===== src/rtl/mtlc_defines.vh =====
// Overview of operation
// - Sixteen-bit down counter starts after count value, source, then enable bit set.
// - Each clock-count timer underflow sets its irq flag; counting continues.
// - Clock-count timer bit 4 is a selectable LCD divider source.
// - Clearing enable stops the clock-count timer and reloads its initial value.
// - Clock-count timer runs in power down; its underflow wakes the system.
// - Four-bit LCD divider; lc_write loads counter and reload; counter unreadable.
// - LCD divider divides by n+1 and reloads from lc_reload on underflow.
// - LCD divider underflow halved in frequency gives the LCD clock.
// - Timer 2 control bit 3 selects PWM output on the counter pin.
// - External source counts chosen pin edge; port C driver forced off.
// - Underflow sets each flag; interrupt taken or skip clears it.
// - With sync enabled, valid external edge sets synchronizer gating timer 1 source.
// - Synchronizer holds until sync_enable clears, reset, or auto-stop underflow.
// - Timer1 control bit 3 enables auto-stop, only with synchronizer selected.
// - Timer 1 starts on first source rising edge; pin sampled on core clock rising edges, edge counted chosen by LC control bit 0.
// - LCD divider starts on rising edge after first source falling edge.
// - Disabling PWM auto-control keeps pin validity; timer 1 stop also holds it.
// - With PWM output selected on the pin, timer 2 halts only after high interval or on underflow.
`ifndef MTLC_DEFINES_VH
`define MTLC_DEFINES_VH
`define MTLC_T3_INIT      16'hffff
`define MTLC_T3_CNT_LSB   0
`define MTLC_T3_EN_BIT    2
`define MTLC_T3_SRC_BIT   3
`define MTLC_T3_LC_TAP    4
`define MTLC_LC_EDGE_BIT  0
`define MTLC_LC_AUTO_BIT  1
`define MTLC_LC_SRC_BIT   2
`define MTLC_LC_EN_BIT    3
`define MTLC_T1_EN_BIT    2
`define MTLC_T1_STOP_BIT  3
`define MTLC_T2_PIN_BIT   3
`define MTLC_SYNC_BIT     0
`endif


===== src/rtl/mtlc_timer.v =====
`timescale 1ns/100ps
`include "mtlc_defines.vh"
module mtlc_timer (
  input  wire       CORE_CLK,
  input  wire       NRST,
  input  wire [3:0] TIMER3_CONTROL,
  input  wire       T3_SRC_A,
  input  wire       T3_SRC_B,
  input  wire       POWER_DOWN,
  input  wire       SKIP_T3,
  input  wire       INTACK_T3,
  output reg        TIMER3_IRQ_FLAG,
  output reg        WAKEUP,
  input  wire [3:0] TIMER_LC_CONTROL,
  input  wire       LC_WRITE,
  input  wire [3:0] LC_DATA,
  input  wire       SYS_SRC,
  output reg        LCD_CLK,
  input  wire [3:0] TIMER1_CONTROL,
  input  wire [3:0] TIMER2_CONTROL,
  input  wire [3:0] INT_CONTROL,
  input  wire       INT_VALID,
  input  wire       T1_UNDERFLOW,
  input  wire       T2_UNDERFLOW,
  input  wire       T1_SRC_INTERNAL,
  input  wire       T1_SRC_IS_PIN,
  input  wire       PWM_IN,
  input  wire       PWM_H_DONE,
  input  wire       SKIP_T1,
  input  wire       INTACK_T1,
  input  wire       SKIP_T2,
  input  wire       INTACK_T2,
  input  wire       PORTC_LATCH,
  input  wire       COUNTER_PIN_IN,
  output reg        COUNTER_PIN_OUT,
  output reg        COUNTER_PIN_OE,
  output reg        T1_COUNT_PULSE,
  output reg        T2_RUN,
  output reg        TIMER1_IRQ_FLAG,
  output reg        TIMER2_IRQ_FLAG
);
  reg  [15:0] t3_cnt_reg;
  reg  [15:0] t3_cnt_next;
  reg         t3_src_d_reg;
  reg  [3:0]  lc_cnt_reg;
  reg  [3:0]  lc_reload_reg;
  reg         lc_src_d_reg;
  reg         lc_armed_reg;
  reg         pin_d_reg;
  reg         sync_reg;
  reg         pin_valid_reg;
  reg         t2_run_reg;
  wire        t3_en   = TIMER3_CONTROL[`MTLC_T3_EN_BIT];
  wire        t3_src  = TIMER3_CONTROL[`MTLC_T3_SRC_BIT] ? T3_SRC_B : T3_SRC_A;
  wire        t3_tick = t3_en & t3_src & ~t3_src_d_reg;
  wire [1:0]  t3_sel  = TIMER3_CONTROL[`MTLC_T3_CNT_LSB+1:`MTLC_T3_CNT_LSB];
  reg         t3_uf;
  // Count values select a fixed wrap length; the timer wraps at zero of the chosen width.
  always @* begin
    t3_cnt_next = t3_cnt_reg - 16'h0001;
    case (t3_sel)
      2'h0: t3_uf = (t3_cnt_reg[8:0] == 9'h000);
      2'h1: t3_uf = (t3_cnt_reg[12:0] == 13'h0000);
      2'h2: t3_uf = (t3_cnt_reg[14:0] == 15'h0000);
      default: t3_uf = (t3_cnt_reg == 16'h0000);
    endcase
  end
  wire        t3_uf_ev = t3_tick & t3_uf;
  wire        lc_en    = TIMER_LC_CONTROL[`MTLC_LC_EN_BIT];
  wire        lc_src   = TIMER_LC_CONTROL[`MTLC_LC_SRC_BIT] ? SYS_SRC : t3_cnt_reg[`MTLC_T3_LC_TAP];
  wire        lc_rise  = lc_src & ~lc_src_d_reg;
  wire        lc_fall  = ~lc_src & lc_src_d_reg;
  wire        lc_uf    = lc_en & lc_armed_reg & lc_rise & (lc_cnt_reg == 4'h0);
  wire        edge_sel = TIMER_LC_CONTROL[`MTLC_LC_EDGE_BIT];
  wire        pin_edge = edge_sel ? (COUNTER_PIN_IN & ~pin_d_reg) : (~COUNTER_PIN_IN & pin_d_reg);
  wire        t1_en    = TIMER1_CONTROL[`MTLC_T1_EN_BIT];
  wire        sync_sel = INT_CONTROL[`MTLC_SYNC_BIT];
  wire        auto_stp = TIMER1_CONTROL[`MTLC_T1_STOP_BIT] & sync_sel;
  wire        src_raw  = T1_SRC_IS_PIN ? pin_edge : T1_SRC_INTERNAL;
  wire        pin_sel  = TIMER2_CONTROL[`MTLC_T2_PIN_BIT];
  always @(posedge CORE_CLK) begin
    if (!NRST) begin
      t3_cnt_reg      <= `MTLC_T3_INIT;
      t3_src_d_reg    <= 1'b0;
      TIMER3_IRQ_FLAG <= 1'b0;
      WAKEUP          <= 1'b0;
      lc_cnt_reg      <= 4'h0;
      lc_reload_reg   <= 4'h0;
      lc_src_d_reg    <= 1'b0;
      lc_armed_reg    <= 1'b0;
      LCD_CLK         <= 1'b0;
      pin_d_reg       <= 1'b0;
      sync_reg        <= 1'b0;
      // The pin output starts valid so that PWM shows when auto-control is never used.
      pin_valid_reg   <= 1'b1;
      t2_run_reg      <= 1'b0;
      T2_RUN          <= 1'b0;
      T1_COUNT_PULSE  <= 1'b0;
      COUNTER_PIN_OUT <= 1'b0;
      COUNTER_PIN_OE  <= 1'b0;
      TIMER1_IRQ_FLAG <= 1'b0;
      TIMER2_IRQ_FLAG <= 1'b0;
    end else begin
      t3_src_d_reg <= t3_src;
      if (!t3_en)
        t3_cnt_reg <= `MTLC_T3_INIT;
      else if (t3_tick)
        t3_cnt_reg <= t3_uf ? `MTLC_T3_INIT : t3_cnt_next;
      // Set wins over a clear landing in the same cycle.
      if (t3_uf_ev)
        TIMER3_IRQ_FLAG <= 1'b1;
      else if (SKIP_T3 | INTACK_T3)
        TIMER3_IRQ_FLAG <= 1'b0;
      WAKEUP <= t3_uf_ev & POWER_DOWN;
      lc_src_d_reg <= lc_src;
      if (LC_WRITE) begin
        lc_cnt_reg    <= LC_DATA;
        lc_reload_reg <= LC_DATA;
      end
      if (!lc_en)
        lc_armed_reg <= 1'b0;
      else if (lc_fall)
        lc_armed_reg <= 1'b1;
      if (lc_en & lc_armed_reg & lc_rise & !LC_WRITE)
        lc_cnt_reg <= (lc_cnt_reg == 4'h0) ? lc_reload_reg : lc_cnt_reg - 4'h1;
      if (lc_uf)
        LCD_CLK <= ~LCD_CLK;
      pin_d_reg <= COUNTER_PIN_IN;
      if (!sync_sel)
        sync_reg <= 1'b0;
      else if (INT_VALID)
        sync_reg <= 1'b1;
      else if (auto_stp & T1_UNDERFLOW)
        sync_reg <= 1'b0;
      T1_COUNT_PULSE <= t1_en & src_raw & (!sync_sel | sync_reg);
      if (!t1_en)
        pin_valid_reg <= pin_valid_reg;
      else if (TIMER_LC_CONTROL[`MTLC_LC_AUTO_BIT] & T1_UNDERFLOW)
        pin_valid_reg <= ~pin_valid_reg;
      // With PWM output selected, timer 2 keeps running after a stop request until its high interval ends or it underflows.
      if (TIMER2_CONTROL[1])
        t2_run_reg <= 1'b1;
      else if (!pin_sel | PWM_H_DONE | T2_UNDERFLOW)
        t2_run_reg <= 1'b0;
      T2_RUN <= TIMER2_CONTROL[1] | (t2_run_reg & pin_sel & !PWM_H_DONE & !T2_UNDERFLOW);
      if (T1_UNDERFLOW)
        TIMER1_IRQ_FLAG <= 1'b1;
      else if (SKIP_T1 | INTACK_T1)
        TIMER1_IRQ_FLAG <= 1'b0;
      if (T2_UNDERFLOW)
        TIMER2_IRQ_FLAG <= 1'b1;
      else if (SKIP_T2 | INTACK_T2)
        TIMER2_IRQ_FLAG <= 1'b0;
      // Turning auto-control off keeps the validity it had, so only the toggled state is used.
      COUNTER_PIN_OUT <= (pin_sel & pin_valid_reg) ? PWM_IN : PORTC_LATCH;
      COUNTER_PIN_OE  <= !T1_SRC_IS_PIN;
    end
  end
endmodule


===== config.mk =====
export PLATFORM = sky130hd
export DESIGN_NAME = mtlc_timer
export DESIGN_NICKNAME = d
export VERILOG_FILES = /design/src/rtl/mtlc_timer.v
export VERILOG_INCLUDE_DIRS = /design/src /design/src/rtl
export SDC_FILE = /design/constraint.sdc
export NUM_CORES = 1
export LEC_CHECK = 0
export BUFFER_PORTS_ARGS = -buffer_cell sky130_fd_sc_hd__clkbuf_2
export CORE_ASPECT_RATIO = 1.25
export CORE_MARGIN = 10
export CORE_UTILIZATION = 43
export CTS_CLUSTER_DIAMETER = 60
export DETAILED_ROUTE_END_ITERATION = 8
export GPL_ROUTABILITY_DRIVEN = 0
export GPL_TIMING_DRIVEN = 0
export PLACE_DENSITY = 0.69
export SYNTH_ARGS = -nofsm -noshare
export SYNTH_HDL_FRONTEND = slang
export SYNTH_SLANG_ARGS = --single-unit

===== constraint.sdc =====
create_clock -name CORE_CLK -period 4.8 [get_ports CORE_CLK]
set_clock_uncertainty 0.1 [all_clocks]
set_input_delay 0.48 -clock CORE_CLK [delete_from_list [all_inputs] [get_ports CORE_CLK]]
set_output_delay 0.48 -clock CORE_CLK [all_outputs]
set_load 0.05 [all_outputs]

# == After elaboration in Yosys (flattened, before gate mapping) ==
# Index checks and enable logic that the tools add are counted.
# word_totals
input_bits,46
register_bits,40
output_inout_bits,9
# classes
reduce_logical,22
bitwise_logic,35
add_sub_neg,2
eq_ne,2
mux,20
# ops
op,n
$and 1x1->1,21
$logic_not 16->1,1
$mux 16,1
$sub 16x1->16 const B,1
$logic_not 15->1,1
$mux 1,15
$logic_not 13->1,1
$mux 4,3
$reduce_bool 2->1,6
$logic_not 9->1,1
$reduce_and 2->1,4
$not 1->1,7
$or 1x1->1,7
$logic_not 1->1,6
$logic_not 4->1,1
$sub 4x1->4 const B,1
$pmux 1 s3,1
$eq 2x1->1 const B,1
$eq 2x2->1 const B,1
$logic_not 2->1,1

# == Depth between registers and ports, before layout ==
# Gate-level depths: netlist of run 1.
# logic_depth
depth_word,6
mapped_depth,7

# == Worst setup path after synthesis of run 1 ==
# No wires, ideal clock.
# synth_path
kind,in2reg
from,in TIMER3_CONTROL[3]
to,reg t3_cnt_reg[10]
path_stages,5
setup_ns,0.064
path_slack_ns,2.868
arrival_time_ns,1.767
path_cell_list,mux2_2 clkbuf_1 nand4b_1 or4_2 nand4_1
# synth_via
elab_chain_len,3
# synth_rtl
item,line,text
from (decl),mtlc_timer.v:6,"input wire [3:0] TIMER3_CONTROL,"
$mux 1,mtlc_timer.v:54,wire t3_src = TIMER3_CONTROL[`MTLC_T3_SRC_BIT] ? T3_SRC_B : T3_SRC_A;
$and 1x1->1 (2 in series),mtlc_timer.v:55,wire t3_tick = t3_en & t3_src & ~t3_src_d_reg;
to (signal assigned),mtlc_timer.v:83,t3_cnt_reg <= `MTLC_T3_INIT;
to (signal assigned),mtlc_timer.v:106,t3_cnt_reg <= `MTLC_T3_INIT;
to (signal assigned),mtlc_timer.v:108,t3_cnt_reg <= t3_uf ? `MTLC_T3_INIT : t3_cnt_next;
to (decl),mtlc_timer.v:42,reg [15:0] t3_cnt_reg;
# Every way passes these cells.
# A chain may end at the register's enable or synchronous reset.

# == Worst setup path in the final report of run 1 ==
# layout_path
from,reg t3_cnt_reg[9]
to,reg t3_cnt_reg[0]
# layout_via
elab_chain_len,3
# layout_rtl
item,line,text
$logic_not 16->1 (tied with other cells),mtlc_timer.v:65,default: t3_uf = (t3_cnt_reg == 16'h0000);
$pmux 1 s3 *,mtlc_timer.v:61,case (t3_sel)
$mux 16 *,mtlc_timer.v:108,
# Mark *: on every way between the ends. The rest lies on a longest branch, timed or not.

==> results.md, run 1 <==
- R2r setup slk: 2.70 ns
- Final min period: about 2.1 ns
- DIE AREA: 7150 um2
- Final setup vio count: 0
- Drt total wl: roughly 4100 um
- Die height: between 90 and 100 um
- CP Data Arrival Time: ~2.2 ns
- Post-synthesis sequential area ratio: about 45%
- Fmax: roughly 0.48 GHz
- Vias: approximately 1600
- # H-tree levels: 2
- Setup TNS Final: 0 ns
- Initial Util: approximately 44%
- Wire per inst: 13.0 um
- Clock Sinks: 40
- Capturing point of the worst reg2reg path: t3_cnt_reg[0]
- Fraction of registers with async set/reset: 0%
- Grt ovf: 0
- Remaining DRCs: 0
- Final Cycle Share: a little over two fifths
- HP Start: T1_SRC_IS_PIN
- Primary FF master, synth: dfxtp_1
- Final Hold Fails: 0
- Post-synthesis register bit count: 40
- Area leader, netlist: dfxtp_1
- Setup CP Type: flop to flop
- Max-Cap Viols: 0
- Synth top area cells: dfxtp_1, nor2_1, nand2_1
- YS warnings: 0
- Synth Area per Inst: a little under 9 um2
- CP endpoint kind: flop
- Post CTS Setup Buffer Count: 0
- Status: finished clean
- Max-slew violations: 0
- Pre-Repair DR Iteration Count: 4
- CTS tree: done
- Worst-case clock buffer depth: 2
- Gate count after technology mapping: about 210
- Startpoint Class: flop
- Worst skew pair latency: 0.30 ns
- CTS Hold Bufs: 0
- Max-slew headroom: a little under two thirds
- Die X: 77.7 um
- Number of synthesized flops with an enable pin: 0
- Diode count: 0
- LEAKAGE: approximately 0.0009 uW
- Port buffer count: 46
- Synth top cells by count: dfxtp_1, nor2_1, nand2_1
- # resized after CTS: 0
- Clk slew on worst S/H paths: approximately 0.080 ns
- Post-detail-place hpwl: around 3200 um
- Worst Tran Pin Value: roughly 0.54 ns
- Final ANT Viol Nets: 0
- Post-Syn Nets: approximately 250
- Critical-path maximum fanout: 10
- R2R depth: 5
- Netlist Area Pre-Place: 1790 um2
- Largest register FFs: 16
- R2r startpoint: t3_cnt_reg[9]
- Vias in the first global route: ~1700
- Count leader, synth: dfxtp_1
- GRT Overall Usage: around 12%
- Number of buffers created by CTS: 5
- Top cell type's share of synthesized area: 44.8%
- RSZ-0062 raised after global routing: no
- Cell Rows: 26
- End of the critical path: t3_cnt_reg[0]
- Root Buffer: clkbuf_8
- Area grow syn2layout: 22.0%
- Initial antenna violation count: 0
- PD cells: a little under 300 nW/um2
- Drt initial violations: 65
- Vias per inst: a little over 5
- CP required: a little under 5 ns
- First-pass GRT wire length: just over 7000 um
- Core footprint: between 4000 and 5000 um2
- Largest net degree at the start of global routing: 13
- Maximum VDD drop: 0.000200 V
- Nets: a little over 300
- Worst Hold Class: input port to flop
- Synth unique cells: 46
- Beginning of the critical path: t3_cnt_reg[9]
- Layout cells sized above 1: 25.9%
- Top-level I/O count: between 50 and 60
- Power Total: around 650 uW
==> critical path, stage by stage, from the launching register on <==
cell      delay [ns]
dfxtp_1         0.36
or4_4           0.57
a211oi_1        0.40
o21ai_1         0.24
buf_2           0.25
nand3_1         0.10
==> where the power goes <==
group / internal (uW) / switching [uW] / leakage (uW)
registers: 343 / 6.32 / 0.000328
logic: 29.9 / 40.8 / 0.000511
clock network: 117 / 114 / 0.0000445
total: 489 / 161 / 0.000883
==> placed cells by master, fill, tap and decap left out, types with 3 or more instances in the layout <==
cell	count
clkbuf_8	6
nor3_1	6
xnor2_1	4
nand3_1	11
inv_1	7
clkbuf_2	46
dfxtp_1	40
nor4_1	3
o211ai_1	3
or2_2	3
clkbuf_1	7
a21oi_1	12
xor2_1	7
nand4_1	6
mux2i_1	4
nand2b_1	3
nand2_1	21
o21ai_0	7
nor2_1	22
and2_1	3
==> logic make-up (layout without fill, tap and decap cells) <==
kind of cell	after synthesis	count (layout)	synth area share (%)
buffers and inverters	15	69	3.64
flip-flops	40	40	44.8
XOR/XNOR	11	11	5.39
adder cells (fa/ha/maj)	2	2	1.40
AND/OR/NAND/NOR	97	97	29.7
multiplexers	5	5	2.87
AO/OA/AOI/OAI	35	35	12.2
==> stage by stage <==
stage / std cells / cell area (um2) / setup slack (ns) / util, % / hold WS (ns)
6_report: 315 / 2180 / 2.70 / 53.7 / 0.269
3_3_place_gp: 307 / 2090 / 2.60 / 51.4 / 0.344
3_5_place_dp: 307 / 2090 / 2.58 / 51.4 / 0.364
4_1_cts: 315 / 2180 / 2.72 / 53.7 / 0.263
5_1_grt: 315 / 2180 / 2.61 / 53.7 / 0.271
2_1_floorplan: 205 / 1790 / 2.87 / - / 0.337
==> how the worst min path moves through the flow <==
stage                           end  slack [ns]  cells past startpoint
floorplan              lc_armed_reg        0.34                      2
global placement    TIMER3_IRQ_FLAG        0.34                      2
detailed placement  TIMER3_IRQ_FLAG        0.36                      2
CTS                  COUNTER_PIN_OE        0.26                      2
global route         COUNTER_PIN_OE        0.27                      2
finish               COUNTER_PIN_OE        0.27                      2
==> cell type report <==
| cell class | instances | area (um2) |
|---|---|---|
| buffer | 8 | 38.8 |
| clock inverter | 1 | 7.51 |
| clock buffer | 7 | 86.3 |
| sequential | 40 | 801 |
| multi-input combinational | 150 | 922 |
| fill | 382 | 1880 |
| inverter | 7 | 26.3 |
| tap | 56 | 70.1 |
| timing repair buffer | 46 | 230 |
==> metal layers <==
metal  vias up  share of wire (%)  global-route usage [%]
met4         0                2.1                    5.79
met2        46                 46                    19.5
met5         -                  0                       0
li1        834                  -                       -
met1       717                 45                    13.4
met3         8                7.5                    5.08
No activity file was read; power rests on OpenSTA's default activity.
==> inputs of run 2 (changes only) <==
- ABC_AREA: unset -> 1
- PLACE_DENSITY: 0.69 -> 0.68
- clock period: 4.8 -> 2.1 ns (I/O delays scaled with it)
==> results.md, run 2 <==
- Status: finished clean
- Post CTS Setup Buffer Count: 0
- CP endpoint kind: flop
- Adder-Cell Fraction of Synth Area: under 10%
- Clk slew on worst S/H paths: 0.08 ns
- Largest register FFs: 16
- Worst Tran Pin Value: 0.467 ns
- Hold Path End: pin_d_reg
- Largest family of logic cells by synthesized area: simple AND/OR/NAND/NOR gates
- Largest net degree at the start of global routing: 13
- Final Core Density: 54.7%
- Drt total wl: between 4000 and 5000 um
- Die height: roughly 96 um
- Max-slew headroom: between 60% and 70%
- Number of buffers created by CTS: 5
- Final Cycle Share: a little over two thirds
- Hold path depth: 3
- GRT Overall Usage: between 10% and 20%
- Fill cells: around 460
- Die X: between 80 and 90 um
- First-pass GRT wire length: approximately 7700 um
- Root Buffer: clkbuf_8
- Drt initial violations: 57
- Final setup vio count: 0
- Grt ovf: 0
- Top-level I/O count: 55
- YS warnings: 0
- Vias per inst: roughly 4.8
- RSZ-0062 raised after global routing: no
- Fraction of registers with async set/reset: 0%
- R2R depth: 7
- Count leader, synth: nand2_1
- Maximum VDD drop: ~0.00037 V
- Area leader, netlist: dfxtp_1
- CP required: around 2.2 ns
- Post-synthesis register bit count: 40
- Multiplexer share of the synthesized area: 0%
- Synth unique cells: 31
- Min Hold Slack: roughly 0.010 ns
- Diode count: 0
- R2r setup slk: between 0.6 and 0.7 ns
- Number of synthesized flops with an enable pin: 0
- Pre-Repair DR Iteration Count: 4
- Capturing point of the worst reg2reg path: t3_cnt_reg[10]
- # resized after CTS: 0
- LEAKAGE: roughly 0.0013 uW
- Area grow syn2layout: 22.1%
- Worst Hold Class: input port to flop
- Worst-case clock buffer depth: 2
- Layout cells sized above 1: 22.0%
- Core footprint: approximately 4500 um2
- Port buffer count: 46
- Gate count after technology mapping: 292
- Netlist Area Pre-Place: approximately 2000 um2
- Worst skew pair latency: approximately 0.3 ns
- Synth top area cells: dfxtp_1, nand2_1, nor2_1
- Vias: 1930
- CP Data Arrival Time: ~1.6 ns
- PD cells: 705 nW/um2
- Startpoint Class: flop
- Critical-path maximum fanout: 4
- Initial antenna violation count: 0
- Initial Util: between 40% and 50%
- R2r startpoint: t3_cnt_reg[0]
- Max-Cap Viols: 0
- Primary FF master, synth: dfxtp_1
- Final Hold Fails: 0
- Beginning of the critical path: t3_cnt_reg[0]
- Top cell type's share of synthesized area: about 40%
- Max-slew violations: 0
- Synth Area in Compound Gates: 9.02%
- Final ANT Viol Nets: 0
- Post-synthesis simple-gate area fraction: between 40 and 50%
- Most frequent cells in the layout: nand2_1, clkbuf_2, nor2_1
- Synth top cells by count: nand2_1, nor2_1, dfxtp_1
- HP Start: COUNTER_PIN_IN
- Synth Area per Inst: a little under 7 um2
- Wire per inst: approximately 11 um
- Clock Sinks: 40
- # H-tree levels: 2
- Setup CP Type: flop to flop
- Post-detail-place hpwl: 3640 um
- CTS Hold Bufs: 1
- Setup TNS Final: 0 ns
- Final min period: ~1.5 ns
- CTS tree: done
- Remaining DRCs: 0
- Post-synthesis sequential area ratio: between 40% and 50%
- Nets: between 300 and 400
- Vias in the first global route: 1834
- DIE AREA: 7790 um2
- Cell Rows: 27
- Fmax: around 0.68 GHz
- Post-Syn Nets: between 300 and 400
- Most common cell after layout, fill and taps aside: nand2_1
- Xor/xnor share of the synthesized area: less than 1%
[run 2: changes by cell type after synthesis, moves of 6 or more]
cell	delta
nand3_1	+16
nand2_1	+57
nor2_1	+20
inv_1	+26
inv_2	+6
[run 2: cell families after synthesis]
kind of cell	after synthesis
AND/OR/NAND/NOR	172
buffers and inverters	44
AO/OA/AOI/OAI	32
flip-flops	40
XOR/XNOR	2
adder cells (fa/ha/maj)	2
[run 2: worst max-delay path by stage]
stage	to	slack (ns)	depth (start not counted)
floorplan	TIMER3_IRQ_FLAG	0.71	2
global placement	t3_cnt_reg[3]	0.63	8
detailed placement	t3_cnt_reg[3]	0.61	8
CTS	t3_cnt_reg[3]	0.60	8
global route	t3_cnt_reg[3]	0.48	8
finish	t3_cnt_reg[10]	0.62	7
[run 2: critical path: stages (launching register included)]
cell and delay [ns]:
dfxtp_1 0.32, inv_1 0.09, ha_1 0.18, nand3_1 0.13, nor2_1 0.28, nand4_1 0.13, nand2_1 0.10, nand2_1 0.05
[run 2: routing by layer]
metal	track usage [%]	vias up	share of wire [%]
li1	-	1034	-
met1	12.7	843	42
met2	21.5	49	47
met3	4.38	4	9.3
met4	5.20	0	0.99
met5	0	-	0
[run 2: per-stage QoR]
step / std cells / setup slack, ns / power [uW] / instance area [um2]
global route: 404 / 0.477 / 1790 / 2440
detailed placement: 396 / 0.615 / 998 / 2300
floorplan: 292 / 0.709 / 929 / 2000
global placement: 396 / 0.635 / 994 / 2300
finish: 404 / 0.624 / 1720 / 2440
CTS: 404 / 0.602 / 1740 / 2440
[run 2: final cells by class]
class / instances / area, um2 / share of cell area (%)
Timing Repair Buffer: 47 / 240 / 9.85
Buffer: 2 / 8.76 / 0.359
Sequential cell: 40 / 801 / 32.8
Inverter: 42 / 158 / 6.46
Tap cell: 58 / 72.6 / 2.97
Multi-Input combinational cell: 208 / 1030 / 42.3
Clock inverter: 2 / 60.1 / 2.46
Clock buffer: 5 / 68.8 / 2.82
[run 2: power by group]
group / leakage [uW] / total [uW] / switching (uW) / internal [uW]
Clock: 0.0000642 / 739 / 271 / 468
Combinational: 0.000874 / 187 / 117 / 70.2
Sequential: 0.000328 / 793 / 11.5 / 781
